<file path="config.mk">
export PLATFORM = sky130hd
export DESIGN_NAME = eud_decoder
export DESIGN_NICKNAME = d
export VERILOG_FILES = /design/src/eud_pkg.sv /design/src/eud_decoder.sv /design/src/eud_cond_eval.sv /design/src/eud_field_dec.sv
export SDC_FILE = /design/constraint.sdc
export NUM_CORES = 1
export LEC_CHECK = 0
export ABC_CLOCK_PERIOD_IN_PS = 2000
export BUFFER_PORTS_ARGS = -buffer_cell sky130_fd_sc_hd__buf_2
export CORE_UTILIZATION = 25
export DETAILED_ROUTE_END_ITERATION = 6
export PLACE_DENSITY = 0.52
export SYNTH_ARGS = -nofsm -noshare
export SYNTH_HDL_FRONTEND = slang
export SYNTH_SLANG_ARGS = --single-unit
</file>
<file path="constraint.sdc">
create_clock -name clk -period 2 [get_ports clk]
set_input_delay 0.4 -clock clk [delete_from_list [all_inputs] [get_ports clk]]
set_output_delay 0.4 -clock clk [all_outputs]
set_load 0.02 [all_outputs]
</file>
<file path="src/eud_pkg.sv">
// shared constants, types and state layout for the branch/control opcode decoder
package eud_pkg;
	// conditional branch family shares the upper nibble, loop family the upper six bits
	localparam logic [3:0] OP_BR_HI = 4'h7;
	localparam logic [5:0] OP_LOOP_HI = 6'h38;
	localparam logic [7:0] OP_BR_OVF = 8'h70;
	localparam logic [7:0] OP_BR_NOVF = 8'h71;
	localparam logic [7:0] OP_BR_BELOW = 8'h72;
	localparam logic [7:0] OP_BR_EQ = 8'h74;
	localparam logic [7:0] OP_BR_BE = 8'h76;
	localparam logic [7:0] OP_BR_SLT = 8'h7C;
	localparam logic [7:0] OP_BR_SLE = 8'h7E;
	localparam logic [7:0] OP_LOOP_NE = 8'hE0;
	localparam logic [7:0] OP_LOOP_EQ = 8'hE1;
	localparam logic [7:0] OP_LOOP = 8'hE2;
	localparam logic [7:0] OP_BR_CNTZ = 8'hE3;
	localparam logic [7:0] OP_INT3 = 8'hCC;
	localparam logic [7:0] OP_INT_TYPED = 8'hCD;
	localparam logic [7:0] OP_INT_OVF = 8'hCE;
	localparam logic [7:0] OP_TRAP_RETURN = 8'hCF;
	localparam logic [7:0] OP_CLC = 8'hF8;
	localparam logic [7:0] OP_CMC = 8'hF5;
	localparam logic [7:0] OP_STC = 8'hF9;
	localparam logic [7:0] OP_CLD = 8'hFC;
	localparam logic [7:0] OP_STD = 8'hFD;
	localparam logic [7:0] OP_CLI = 8'hFA;
	localparam logic [7:0] OP_STI = 8'hFB;
	localparam logic [7:0] OP_HLT = 8'hF4;
	localparam logic [7:0] OP_WAIT = 8'h9B;
	localparam logic [7:0] OP_LOCK = 8'hF0;
	// interrupt type numbers carried by the one-byte trap opcodes
	localparam logic [7:0] INT3_TYPE = 8'h03;
	localparam logic [7:0] INT_OVF_TYPE = 8'h04;
	// flags word bit positions
	localparam int FB_CARRY = 0;
	localparam int FB_PARITY = 2;
	localparam int FB_AUX = 4;
	localparam int FB_ZERO = 6;
	localparam int FB_SIGN = 7;
	localparam int FB_TRAP = 8;
	localparam int FB_IRQ = 9;
	localparam int FB_DIR = 10;
	localparam int FB_OVF = 11;
	// operand field codes
	localparam logic [2:0] REG_ACC = 3'h0;
	localparam logic [2:0] REG_CNT = 3'h1;
	localparam logic [1:0] SEG_EXTRA = 2'h0;
	localparam logic [1:0] SEG_CODE = 2'h1;
	localparam logic [1:0] MOD_NODISP = 2'h0;
	localparam logic [1:0] MOD_DISP8 = 2'h1;
	localparam logic [1:0] MOD_DISP16 = 2'h2;
	localparam logic [2:0] RM_DIRECT = 3'h6;
	localparam logic [1:0] SW_SEXT = 2'h3;
	localparam logic [15:0] COUNT_ONE = 16'h0001;
	localparam logic [15:0] COUNT_ZERO = 16'h0000;

	typedef enum logic [2:0] {
		ST_OPC = 3'b001,
		ST_DISP = 3'b010,
		ST_TYPE = 3'b100
	} eud_fsm_t;

	typedef enum logic [3:0] {
		CL_NONE, CL_BRANCH, CL_LOOP, CL_SWINT, CL_TRAP_RETURN,
		CL_FLAG, CL_HALT, CL_WAIT, CL_LOCK, CL_OTHER
	} eud_class_t;

	typedef struct packed {
		logic wide;
		logic regIsDest;
		logic shiftByOne;
		logic immSignExt;
		logic regIsAccum;
		logic regIsCount;
		logic segIsExtra;
		logic segIsCode;
		logic [1:0] dispBytes;
		logic dispSext;
		logic rmIsReg;
	} eud_fields_t;

	typedef struct packed {
		eud_fsm_t state;
		logic [7:0] opcode;
		logic [7:0] modrm;
		logic lockPend;
		logic done;
		eud_class_t cls;
		logic taken;
		logic [15:0] target;
		logic countDec;
		logic intReq;
		logic [7:0] intType;
		logic intRet;
		logic halt;
		logic waitReq;
		logic busLock;
		logic flagsWr;
		logic [15:0] flagsOut;
		eud_fields_t fields;
		logic unknownOp;
		logic awaiting;
	} eud_state_t;

	localparam eud_state_t STATE_RESET = '{state: ST_OPC, cls: CL_NONE, default: '0};
endpackage : eud_pkg

</file>
<file path="src/eud_decoder.sv">
// branch, loop, trap and processor-control opcode decoder fed from the prefetch path
// Summary of operation
// - 0x70 branches on overflow set, 0x71 on overflow clear, with displacement byte
// - 0x78 branches on sign set, 0x79 on sign clear
// - 0x74 branches on zero set, 0x75 on zero clear
// - 0x72 branches on unsigned below, 0x73 on unsigned above-or-equal
// - 0x76 branches on unsigned below-or-equal, 0x77 on unsigned above
// - 0x7A branches on parity even, 0x7B on parity odd
// - 0x7C branches on signed less, 0x7D on signed greater-or-equal
// - 0x7E branches on signed less-or-equal, 0x7F on signed greater
// - greater/less compare signed; above/below compare unsigned
// - 0xE2 loops on count, 0xE1 also needs zero set, 0xE0 zero clear
// - 0xE3 branches only when the count register is zero
// - 0xCD typed trap, 0xCC type 3, 0xCE trap on overflow, 0xCF return
// - 0xF8, 0xF5, 0xF9 clear, invert and set carry
// - 0xFC clears direction, 0xFD sets it
// - 0xFA clears interrupt enable, 0xFB sets it
// - 0xF4 halt, 0x9B wait, 0xF0 locks the bus for the next instruction
// - width bit one means word operation, zero means byte
// - direction bit one makes the register field the destination
// - count-select bit zero shifts by one, else by count low byte
// - sign and width both set sign-extend one immediate byte
// - register code 000 is accumulator, 001 count; segment 00 extra, 01 code
// - mode picks no (two if r/m is 110), one sign-extended, or two displacement bytes; 11 register
// - flags word bit positions carry 0 through overflow 11
`timescale 1ns/1ns
module eud_decoder
	import eud_pkg::*;
(
	input wire logic clk,
	input wire logic resetn,
	input wire logic ce,
	input wire logic byteValid,
	input wire logic [7:0] byteData,
	input wire logic [15:0] nextIp,
	input wire logic [15:0] flagsIn,
	input wire logic [15:0] countIn,
	input wire logic operandValid,
	input wire logic [7:0] operandByte,
	output logic instrDone,
	output eud_class_t instrClass,
	output logic branchTaken,
	output logic [15:0] branchTarget,
	output logic countDecrement,
	output logic intRequest,
	output logic [7:0] intType,
	output logic intReturn,
	output logic haltRequest,
	output logic waitRequest,
	output logic busLock,
	output logic flagsWrite,
	output logic [15:0] flagsOut,
	output eud_fields_t opFields,
	output logic unknownOp,
	output logic awaitingByte
);
	eud_state_t q;
	eud_state_t d;
	logic condTaken;
	logic acceptOpc;
	logic acceptDisp;
	logic [7:0] opSel;
	logic [7:0] modrmSel;
	logic [15:0] dispSext;
	logic [15:0] takenTgt;
	logic countLast;
	logic countZero;
	eud_fields_t fieldsNext;

	// byte hand-off is qualified by the clock enable so a frozen cycle takes nothing
	assign acceptOpc = ce && byteValid && (q.state == ST_OPC);
	assign acceptDisp = ce && byteValid && (q.state == ST_DISP);

	// the displacement byte is sign-extended before the add
	assign dispSext = {{8{byteData[7]}}, byteData};
	assign takenTgt = nextIp + dispSext;

	// loop decrements first, so the last pass is when the count is one now
	assign countLast = (countIn == COUNT_ONE);
	assign countZero = (countIn == COUNT_ZERO);

	// field decode looks at the byte being taken, else the one already held
	assign opSel = acceptOpc ? byteData : q.opcode;
	assign modrmSel = (ce && operandValid) ? operandByte : q.modrm;

	eud_cond_eval u_cond (
		.cond(q.opcode[3:0]),
		.flags(flagsIn),
		.taken(condTaken)
	);

	eud_field_dec u_fields (
		.opByte(opSel),
		.modrmByte(modrmSel),
		.fields(fieldsNext)
	);

	// next-state logic: pulses drop back each cycle, levels are held
	always_comb begin
		d = q;
		d.done = 1'b0;
		d.taken = 1'b0;
		d.countDec = 1'b0;
		d.intReq = 1'b0;
		d.intRet = 1'b0;
		d.halt = 1'b0;
		d.waitReq = 1'b0;
		d.flagsWr = 1'b0;
		d.unknownOp = 1'b0;
		d.opcode = opSel;
		d.modrm = modrmSel;
		d.fields = fieldsNext;
		case (q.state)
			ST_OPC: begin
				if (byteValid) begin
					// lock covers exactly the instruction after the prefix
					d.busLock = q.lockPend;
					d.lockPend = 1'b0;
					if (byteData[7:4] == OP_BR_HI) begin
						d.state = ST_DISP;
						d.cls = CL_BRANCH;
					end else if (byteData[7:2] == OP_LOOP_HI) begin
						d.state = ST_DISP;
						d.cls = CL_LOOP;
					end else begin
						d.done = 1'b1;
						case (byteData)
							OP_INT_TYPED: begin
								d.done = 1'b0;
								d.state = ST_TYPE;
								d.cls = CL_SWINT;
							end
							OP_INT3: begin
								d.intReq = 1'b1;
								d.intType = INT3_TYPE;
								d.cls = CL_SWINT;
							end
							OP_INT_OVF: begin
								// trap fires only with overflow set, else a no-op
								d.intReq = flagsIn[FB_OVF];
								d.intType = INT_OVF_TYPE;
								d.cls = CL_SWINT;
							end
							OP_TRAP_RETURN: begin
								d.intRet = 1'b1;
								d.cls = CL_TRAP_RETURN;
							end
							OP_CLC: begin
								d.flagsWr = 1'b1;
								d.flagsOut = flagsIn;
								d.flagsOut[FB_CARRY] = 1'b0;
								d.cls = CL_FLAG;
							end
							OP_CMC: begin
								d.flagsWr = 1'b1;
								d.flagsOut = flagsIn;
								d.flagsOut[FB_CARRY] = ~flagsIn[FB_CARRY];
								d.cls = CL_FLAG;
							end
							OP_STC: begin
								d.flagsWr = 1'b1;
								d.flagsOut = flagsIn;
								d.flagsOut[FB_CARRY] = 1'b1;
								d.cls = CL_FLAG;
							end
							OP_CLD: begin
								d.flagsWr = 1'b1;
								d.flagsOut = flagsIn;
								d.flagsOut[FB_DIR] = 1'b0;
								d.cls = CL_FLAG;
							end
							OP_STD: begin
								d.flagsWr = 1'b1;
								d.flagsOut = flagsIn;
								d.flagsOut[FB_DIR] = 1'b1;
								d.cls = CL_FLAG;
							end
							OP_CLI: begin
								d.flagsWr = 1'b1;
								d.flagsOut = flagsIn;
								d.flagsOut[FB_IRQ] = 1'b0;
								d.cls = CL_FLAG;
							end
							OP_STI: begin
								d.flagsWr = 1'b1;
								d.flagsOut = flagsIn;
								d.flagsOut[FB_IRQ] = 1'b1;
								d.cls = CL_FLAG;
							end
							OP_HLT: begin
								d.halt = 1'b1;
								d.cls = CL_HALT;
							end
							OP_WAIT: begin
								d.waitReq = 1'b1;
								d.cls = CL_WAIT;
							end
							OP_LOCK: begin
								d.lockPend = 1'b1;
								d.cls = CL_LOCK;
							end
							default: begin
								// anything else belongs to another decoder
								d.unknownOp = 1'b1;
								d.cls = CL_OTHER;
							end
						endcase
					end
				end
			end
			ST_DISP: begin
				if (byteValid) begin
					d.done = 1'b1;
					d.state = ST_OPC;
					if (q.cls == CL_BRANCH) begin
						d.taken = condTaken;
					end else begin
						case (q.opcode)
							OP_LOOP: begin
								d.countDec = 1'b1;
								d.taken = ~countLast;
							end
							OP_LOOP_EQ: begin
								d.countDec = 1'b1;
								d.taken = ~countLast & flagsIn[FB_ZERO];
							end
							OP_LOOP_NE: begin
								d.countDec = 1'b1;
								d.taken = ~countLast & ~flagsIn[FB_ZERO];
							end
							default: d.taken = countZero;
						endcase
					end
					// not taken falls through to the next sequential address
					d.target = d.taken ? takenTgt : nextIp;
				end
			end
			ST_TYPE: begin
				if (byteValid) begin
					d.done = 1'b1;
					d.state = ST_OPC;
					d.intReq = 1'b1;
					d.intType = byteData;
				end
			end
			default: d.state = ST_OPC;
		endcase
		// kept as its own flop so the wait indication leaves the block unglitched
		d.awaiting = (d.state != ST_OPC);
	end

	// single register stage; clock enable freezes every bit
	always_ff @(posedge clk or negedge resetn) begin
		if (!resetn) begin
			q <= STATE_RESET;
		end else if (ce) begin
			q <= d;
		end
	end

	// all outputs are taken straight from the state register
	assign instrDone = q.done;
	assign instrClass = q.cls;
	assign branchTaken = q.taken;
	assign branchTarget = q.target;
	assign countDecrement = q.countDec;
	assign intRequest = q.intReq;
	assign intType = q.intType;
	assign intReturn = q.intRet;
	assign haltRequest = q.halt;
	assign waitRequest = q.waitReq;
	assign busLock = q.busLock;
	assign flagsWrite = q.flagsWr;
	assign flagsOut = q.flagsOut;
	assign opFields = q.fields;
	assign unknownOp = q.unknownOp;
	assign awaitingByte = q.awaiting;

	// helper terms sampled by the checks below
	logic sltNow;
	logic beNow;
	logic opcIsInt3;
	logic opcIsClc;
	assign sltNow = flagsIn[FB_SIGN] ^ flagsIn[FB_OVF];
	assign beNow = flagsIn[FB_CARRY] | flagsIn[FB_ZERO];
	assign opcIsInt3 = acceptOpc && (byteData == OP_INT3);
	assign opcIsClc = acceptOpc && (byteData == OP_CLC);
endmodule : eud_decoder

</file>
<file path="src/eud_cond_eval.sv">
// branch condition evaluation from the low opcode nibble and the flags word
`timescale 1ns/1ns
module eud_cond_eval
	import eud_pkg::*;
(
	input wire logic [3:0] cond,
	input wire logic [15:0] flags,
	output logic taken
);
	logic base;
	logic lessSigned;

	// signed less is sign differing from overflow, unsigned below is carry
	assign lessSigned = flags[FB_SIGN] ^ flags[FB_OVF];

	// odd codes test the opposite sense of the even code below them
	always_comb begin
		case (cond[3:1])
			3'h0: base = flags[FB_OVF];
			3'h1: base = flags[FB_CARRY];
			3'h2: base = flags[FB_ZERO];
			3'h3: base = flags[FB_CARRY] | flags[FB_ZERO];
			3'h4: base = flags[FB_SIGN];
			3'h5: base = flags[FB_PARITY];
			3'h6: base = lessSigned;
			3'h7: base = lessSigned | flags[FB_ZERO];
			default: base = 1'b0;
		endcase
		taken = base ^ cond[0];
	end
endmodule : eud_cond_eval

</file>
<file path="src/eud_field_dec.sv">
// operand field decode of an opcode byte and its mode/register byte
`timescale 1ns/1ns
module eud_field_dec
	import eud_pkg::*;
(
	input wire logic [7:0] opByte,
	input wire logic [7:0] modrmByte,
	output eud_fields_t fields
);
	logic [1:0] modField;

	assign modField = modrmByte[7:6];

	// bit meanings are only valid for opcodes that carry the field
	always_comb begin
		fields = '0;
		fields.wide = opByte[0];
		fields.regIsDest = opByte[1];
		fields.shiftByOne = ~opByte[1];
		fields.immSignExt = (opByte[1:0] == SW_SEXT);
		fields.regIsAccum = (modrmByte[5:3] == REG_ACC);
		fields.regIsCount = (modrmByte[5:3] == REG_CNT);
		fields.segIsExtra = (modrmByte[4:3] == SEG_EXTRA);
		fields.segIsCode = (modrmByte[4:3] == SEG_CODE);
		case (modField)
			MOD_NODISP: fields.dispBytes = (modrmByte[2:0] == RM_DIRECT) ? 2'h2 : 2'h0;
			MOD_DISP8: begin
				fields.dispBytes = 2'h1;
				fields.dispSext = 1'b1;
			end
			MOD_DISP16: fields.dispBytes = 2'h2;
			default: fields.rmIsReg = 1'b1;
		endcase
	end
endmodule : eud_field_dec

</file>
==> results of run 1 <==
## placed cells by master, fill, tap and decap left out, types with 8 or more instances in the layout
cell / count
nand2_1: 27
nor2b_1: 8
clkbuf_16: 9
buf_4: 88
nand3_1: 18
mux2i_1: 14
mux2_1: 13
o21ai_0: 24
a21oi_1: 41
xnor2_1: 9
inv_1: 27
nor2_1: 31
dfrtp_1: 82
mux2_2: 16
nand2b_1: 8
buf_2: 134
ha_1: 14
## power breakdown
part	total (mW)	internal [mW]	switching, mW	leakage, nW
sequential	2.03	1.91	0.126	1.06
combinational	1.45	0.665	0.788	2.09
clock	1.74	0.986	0.750	0.143
## registers in the layout, indices dropped and copies added (netlist names), 4 cells and up
signal	count
branchTarget	16
instrClass	4
intType	8
flagsOut	16
q	20
opFields	9
## cell families (layout without fill, tap and decap cells)
family	after synthesis	after routing	synth area share [%]
xor+xnor	16	16	2.80
mux	46	46	9.93
buf+inv	108	274	12.8
fa+ha+maj	16	16	4.15
simple gates	126	126	12.7
flops	84	84	42.1
compound gates	125	125	15.6
## timing repair
action                                  CTS  global route
endpoints found under the setup margin   18            18
endpoints found under the hold margin    20             0
cloned                                    0             0
buffers inserted                          1             2
pin swaps                                 4            11
hold buffers                              1             0
gates resized for setup                   8             7
## worst reg2reg max path, delay by kind of cell (launching register included)
family | cells | cell delay (ps)
AOI/OAI and AO/OA | 5 | 790
buffers and inverters | 3 | 440
DFF | 1 | 400
muxes | 1 | 220
xor gates and xnor gates | 1 | 160
## routing by layer
layer  track usage [%]  up-vias
li1                  -     2108
met1              18.0     2006
met2              23.1      133
met3              3.53        5
met4              3.08        0
met5                 0        -
## worst min-delay path by stage
stage / endpoint / cells after the start
floorplan: awaitingByte / 0
CTS: flagsOut[14] / 2
global placement: opFields[5] / 1
detailed placement: opFields[5] / 1
global route: flagsOut[5] / 2
finish: flagsOut[14] / 2
## final cells by class
type	count	share of cell area, %
Clock buffer	9	3.38
Clock inverter	7	1.20
Inverter	27	1.52
Multi-Input combinational cell	329	35.1
Sequential cell	84	31.6
Tap cell	265	4.97
Timing Repair Buffer	231	22.3
## through the flow
step,std cells,hold WS (ps)
6_report,952,259
5_1_grt,952,242
4_1_cts,950,244
3_5_place_dp,932,324
3_3_place_gp,932,327
2_1_floorplan,521,104
==> impl_metrics.tcl, run 1 <==
set metrics [dict create \
    status "finished with violations" \
    failed_checks "negative setup slack" \
    fillers 2054 \
    yosys.area.top_type "dfrtp_1" \
    drt-met1-wl_um 6450 \
    overflow 0 \
    yosys_warnings 0 \
    numCtsBuffers 9 \
    synth_edf_count 0 \
    fin_ws_ps -134 \
    rows 51 \
    cp.arrival_ps 2360 \
    cts_root_buf "clkbuf_16" \
    total_power_mw 5.22 \
    drive_gt1_share_pct 41.0 \
    io_pins 136 \
    synth_area_leaders "dfrtp_1 (42%), buf_4 (8.6%), a21oi_1 (4.2%)" \
    timing.rr.start "q[78]" \
    avgSynthCellArea_um2 9.60 \
    synth_seq_cells 84 \
    nNetsFinal 767 \
    wl_um 13700 \
    clk_latency_ps 350 \
    yosysTopAreaCellShare_pct 41.5 \
    grt_usage_pct 13.9 \
    cp-end-kind "register" \
    period_share_pct 107 \
    antenna_found_initial 0 \
    pre_cts_ws_ps -373 \
    drt_first_pass_iters 6 \
    drtAntennaViolNets 0 \
    die_h_um 143 \
    dp_hpwl_um 10800 \
    cts_tree "built" \
    crit_path_start_kind "register" \
    cts_sinks 84 \
    worstPathRequired_ps 2220 \
    top_layer "met4" \
    path_buf_inv 3 \
    max-vdd-ir-drop_mv 0.407 \
    met2WireLength_um 6430 \
    start_util_pct 25.6 \
    die_area_um2 20600 \
    path_max_fanout 8 \
    crit_end "branchTarget[11]" \
    critPathMaxStageDelay_ps 400 \
    place_congestion 0.825 \
    r2r_cells 10 \
    htreeDepth 3 \
    syn_area_um2 5000 \
    fmax_mhz 469 \
    cp_common_cell "buf_12" \
    final-hold-violation-count 0 \
    clk_pin_slew_ps 70 \
    yosysUniqueCellTypes 58 \
    fin_tns_setup_ps -1210 \
    wire_per_inst_um 14.4 \
    io_buffers 135 \
    fin_util_pct 34.1 \
    synthCells 521 \
    power.density_nw_per_um2 783 \
    die_width_um 143 \
    ys.flop_type "dfrtp_1" \
    drc 0 \
    worstSetupPathType "reg2reg" \
    synthesis.nets 606 \
    rsz0062_at_grt "yes" \
    fp.coreArea_um2 19500 \
    r2r_setup_slack_ps -130 \
    clk_path_buf_depth 2 \
    multi_input_area_um2 2340 \
    worstPathCellList "buf_6 -> a221o_1 -> a21oi_2 -> a31oi_1 -> xor2_1 -> a22oi_2 -> buf_12 -> buf_12 -> mux2i_2 -> a21oi_1" \
    drtIter0Drc 184 \
    worstHoldPathType "in2reg" \
    r2r_end "branchTarget[11]" \
    max-cap-violations 0 \
    critPathTopFamily "compound AO/OA/AOI/OAI gates" \
    min_from "flagsIn[14]" \
    ys_top_cells_by_count "dfrtp_1 (83), buf_4 (57), a21oi_1 (42), nor2_1 (33), nand2_1 (28)" \
    regArea_um2 2100 \
    tightestPinTransition_ps 472 \
    finalSetupViolCount 16 \
    grt_pass1_vias 4150 \
    wl_met3_um 759 \
    dpl-instance-area_um2 6260 \
    setup.worst_path.start "q[78]" \
    final_cell_area_um2 6670 \
    grt_first_pass_wirelength_um 21700 \
    fin_skew_ps 10.7 \
    timing.slew.headroom_pct 68.1 \
    post_drt_via_cell_ratio 4.47 \
    synthArstFlopShare_pct 100 \
    ys_seq_area_share_pct 42.1 \
    p_leak_nw 3.30 \
    fin_crit_ps 2130 \
    slew_viol_final 0 \
    insertedDiodeCount 0 \
    syn_to_final_growth_pct 33.3 \
    path_depth 10 \
    grt_max_degree 35 \
    worst_path_max_delay_cell "dfrtp_1" \
    yosys.cell_count.top_type "dfrtp_1" \
    via_count 4252 \
]
No activity file was read; power rests on OpenSTA's default activity.
==> run 2, diff against run 1 <==
Settings changed: CORE_MARGIN from default to 8.
==> impl_metrics.tcl, run 2 (synthesis gave the netlist of run 1 again) <==
set metrics [dict create \
    p_leak_nw 3.33 \
    fp.coreArea_um2 19500 \
    antenna_found_initial 0 \
    drive_gt1_share_pct 40.3 \
    drt_first_pass_iters 4 \
    worstPathRequired_ps 2220 \
    grt_util_met3_pct 3.48 \
    period_share_pct 105 \
    critPathTopFamily "compound AO/OA/AOI/OAI gates" \
    cp_common_cell "buf_12" \
    cts_root_buf "clkbuf_16" \
    post_drt_via_cell_ratio 4.41 \
    wl_um 14800 \
    cp.arrival_ps 2330 \
    insertedDiodeCount 0 \
    path_buf_inv 4 \
    power.density_nw_per_um2 815 \
    max-vdd-ir-drop_mv 0.382 \
    start_util_pct 25.6 \
    total_power_mw 5.44 \
    fmax_mhz 475 \
    final_cell_mix "buf_2 (133), buf_4 (86), dfrtp_1 (83)" \
    worst_path_max_delay_cell "dfrtp_1" \
    fin_skew_ps 9.52 \
    via_count 4179 \
    grt_pass1_vias 4324 \
    final-hold-violation-count 0 \
    switching_share_pct 29.9 \
    dp_hpwl_um 11800 \
    grt_max_degree 35 \
    pre_cts_ws_ps -334 \
    finalSetupViolCount 13 \
    cp-end-kind "register" \
    internal_power_mw 3.82 \
    place_congestion 0.773 \
    crit_path_start_kind "register" \
    status "finished with violations" \
    wire_per_inst_um 15.7 \
    cts_sinks 84 \
    critPathMaxStageDelay_ps 390 \
    p_sw_mw 1.62 \
    overflow 0 \
    drtAntennaViolNets 0 \
    failed_checks "negative setup slack" \
    fin_util_pct 34.2 \
    worstPathCellList "buf_6 -> a221o_1 -> a21oi_2 -> a31oi_1 -> xor2_1 -> a22oi_2 -> buf_12 -> buf_12 -> buf_4 -> mux2i_1 -> a21oi_1" \
    cts_tree "built" \
    htreeDepth 3 \
    clock_power_share_pct 36.0 \
    path_max_fanout 7 \
    dp_cells 927 \
    clk_pin_slew_ps 70 \
    mostFrequentLayoutCell "buf_2" \
    drtIter0Drc 200 \
    die_area_um2 24800 \
    use_met1_pct 15.9 \
    clk_path_buf_depth 2 \
    ctsHoldBuffers 0 \
    slew_viol_final 0 \
    nNetsFinal 763 \
    grt_usage_pct 12.2 \
    numCtsBuffers 9 \
    grt_first_pass_wirelength_um 23600 \
    die_h_um 157 \
    die_width_um 157 \
    drc 0 \
    combPwrFrac_pct 26.6 \
    met2_usage_pct 19.6 \
    timing.slew.headroom_pct 66.4 \
    io_pins 136 \
    regMostFlops "q" \
    fin_crit_ps 2100 \
    clk_latency_ps 350 \
    worstSetupPathType "reg2reg" \
    grt.busiest_layer "met2" \
    fin_ws_ps -104 \
    tightestPinTransition_ps 497 \
    largest_reg_flops 20 \
    final_cells 947 \
    syn_to_final_growth_pct 33.5 \
    power_frac_seq_pct 37.3 \
    rsz0062_at_grt "yes" \
    io_buffers 135 \
    rows 51 \
    max-cap-violations 0 \
    worstHoldPathType "in2async" \
]
-- run 2: cell count changes in the layout (fill, tap and decap cells not counted), sizes merged --
cell,previous run,this run
buf,230,226
bufinv,1,3
clkinvlp,2,0
clkinv,0,1
dlygate4sd3,1,0
inv,31,28
clkbuf,9,11
-- run 2: path summary, 6_finish.rpt --
path | start | to | slack, ps | cells after the start
setup / recovery | q[78] | branchTarget[0] | -100 | 11
hold / removal | resetn | intReturn | 20 | 1
setup reg to reg | q[78] | branchTarget[0] | -100 | 11
hold reg to reg | flagsOut[0] | flagsOut[0] | 470 | 2
max in group asynchronous | resetn | branchTarget[4] | 1450 | 2
min in group clk | flagsIn[1] | flagsOut[1] | 260 | 2
-- run 2: through the flow --
| stage | instance area (µm²) | hold WS, ps | setup TNS (ps) |
|---|---|---|---|
| 2_1_floorplan | 5040 | 104 | -55.4 |
| 3_3_place_gp | 6230 | 401 | -6780 |
| 3_5_place_dp | 6230 | 404 | -7350 |
| 4_1_cts | 6640 | 21.6 | -540 |
| 5_1_grt | 6670 | 40.7 | -2600 |
| 6_report | 6670 | 22.3 | -824 |
-- run 2: power by group through the flow --
stage | clock, mW | sequential (mW) | combinational, mW
after global placement | 0 | 2.06 | 1.43
after CTS | 2.04 | 2.03 | 1.46
after global routing | 2.10 | 2.06 | 1.60
after floorplan | 0 | 2.05 | 1.01
final | 1.96 | 2.03 | 1.45
after detailed placement | 0 | 2.06 | 1.43
-- run 2: cell type report --
type	count	area (µm²)
clock buffers	10	239
clock inverters	5	108
fillers	2066	12900
inverters	27	101
multi-input cells	329	2340
flip-flops and latches	84	2100
well taps	265	332
repair buffers	227	1450
-- run 2: repair_timing --
item | 4_1_cts | 5_1_grt
resized for setup | 3 | 8
pin swaps | 6 | 12
cloned | 0 | 0
endpoints found under the setup margin | 15 | 27
setup buffers | 6 | 2
-- run 2: layer usage --
metal | share of wire [%] | wire length (µm) | vias to the layer above
met5 | 0 | 0 | -
met4 | 0.86 | 127 | 0
met3 | 7.6 | 1130 | 12
li1 | - | - | 2093
met2 | 45 | 6720 | 120
met1 | 46 | 6870 | 1954
-- run 2: worst register-to-register path: cells and delay by family, from the launching register on --
kind | cells | cell delay (ps)
DFF | 1 | 390
AOI/OAI and AO/OA | 5 | 720
buffers and inverters | 4 | 530
xor gates and xnor gates | 1 | 160
muxes | 1 | 190
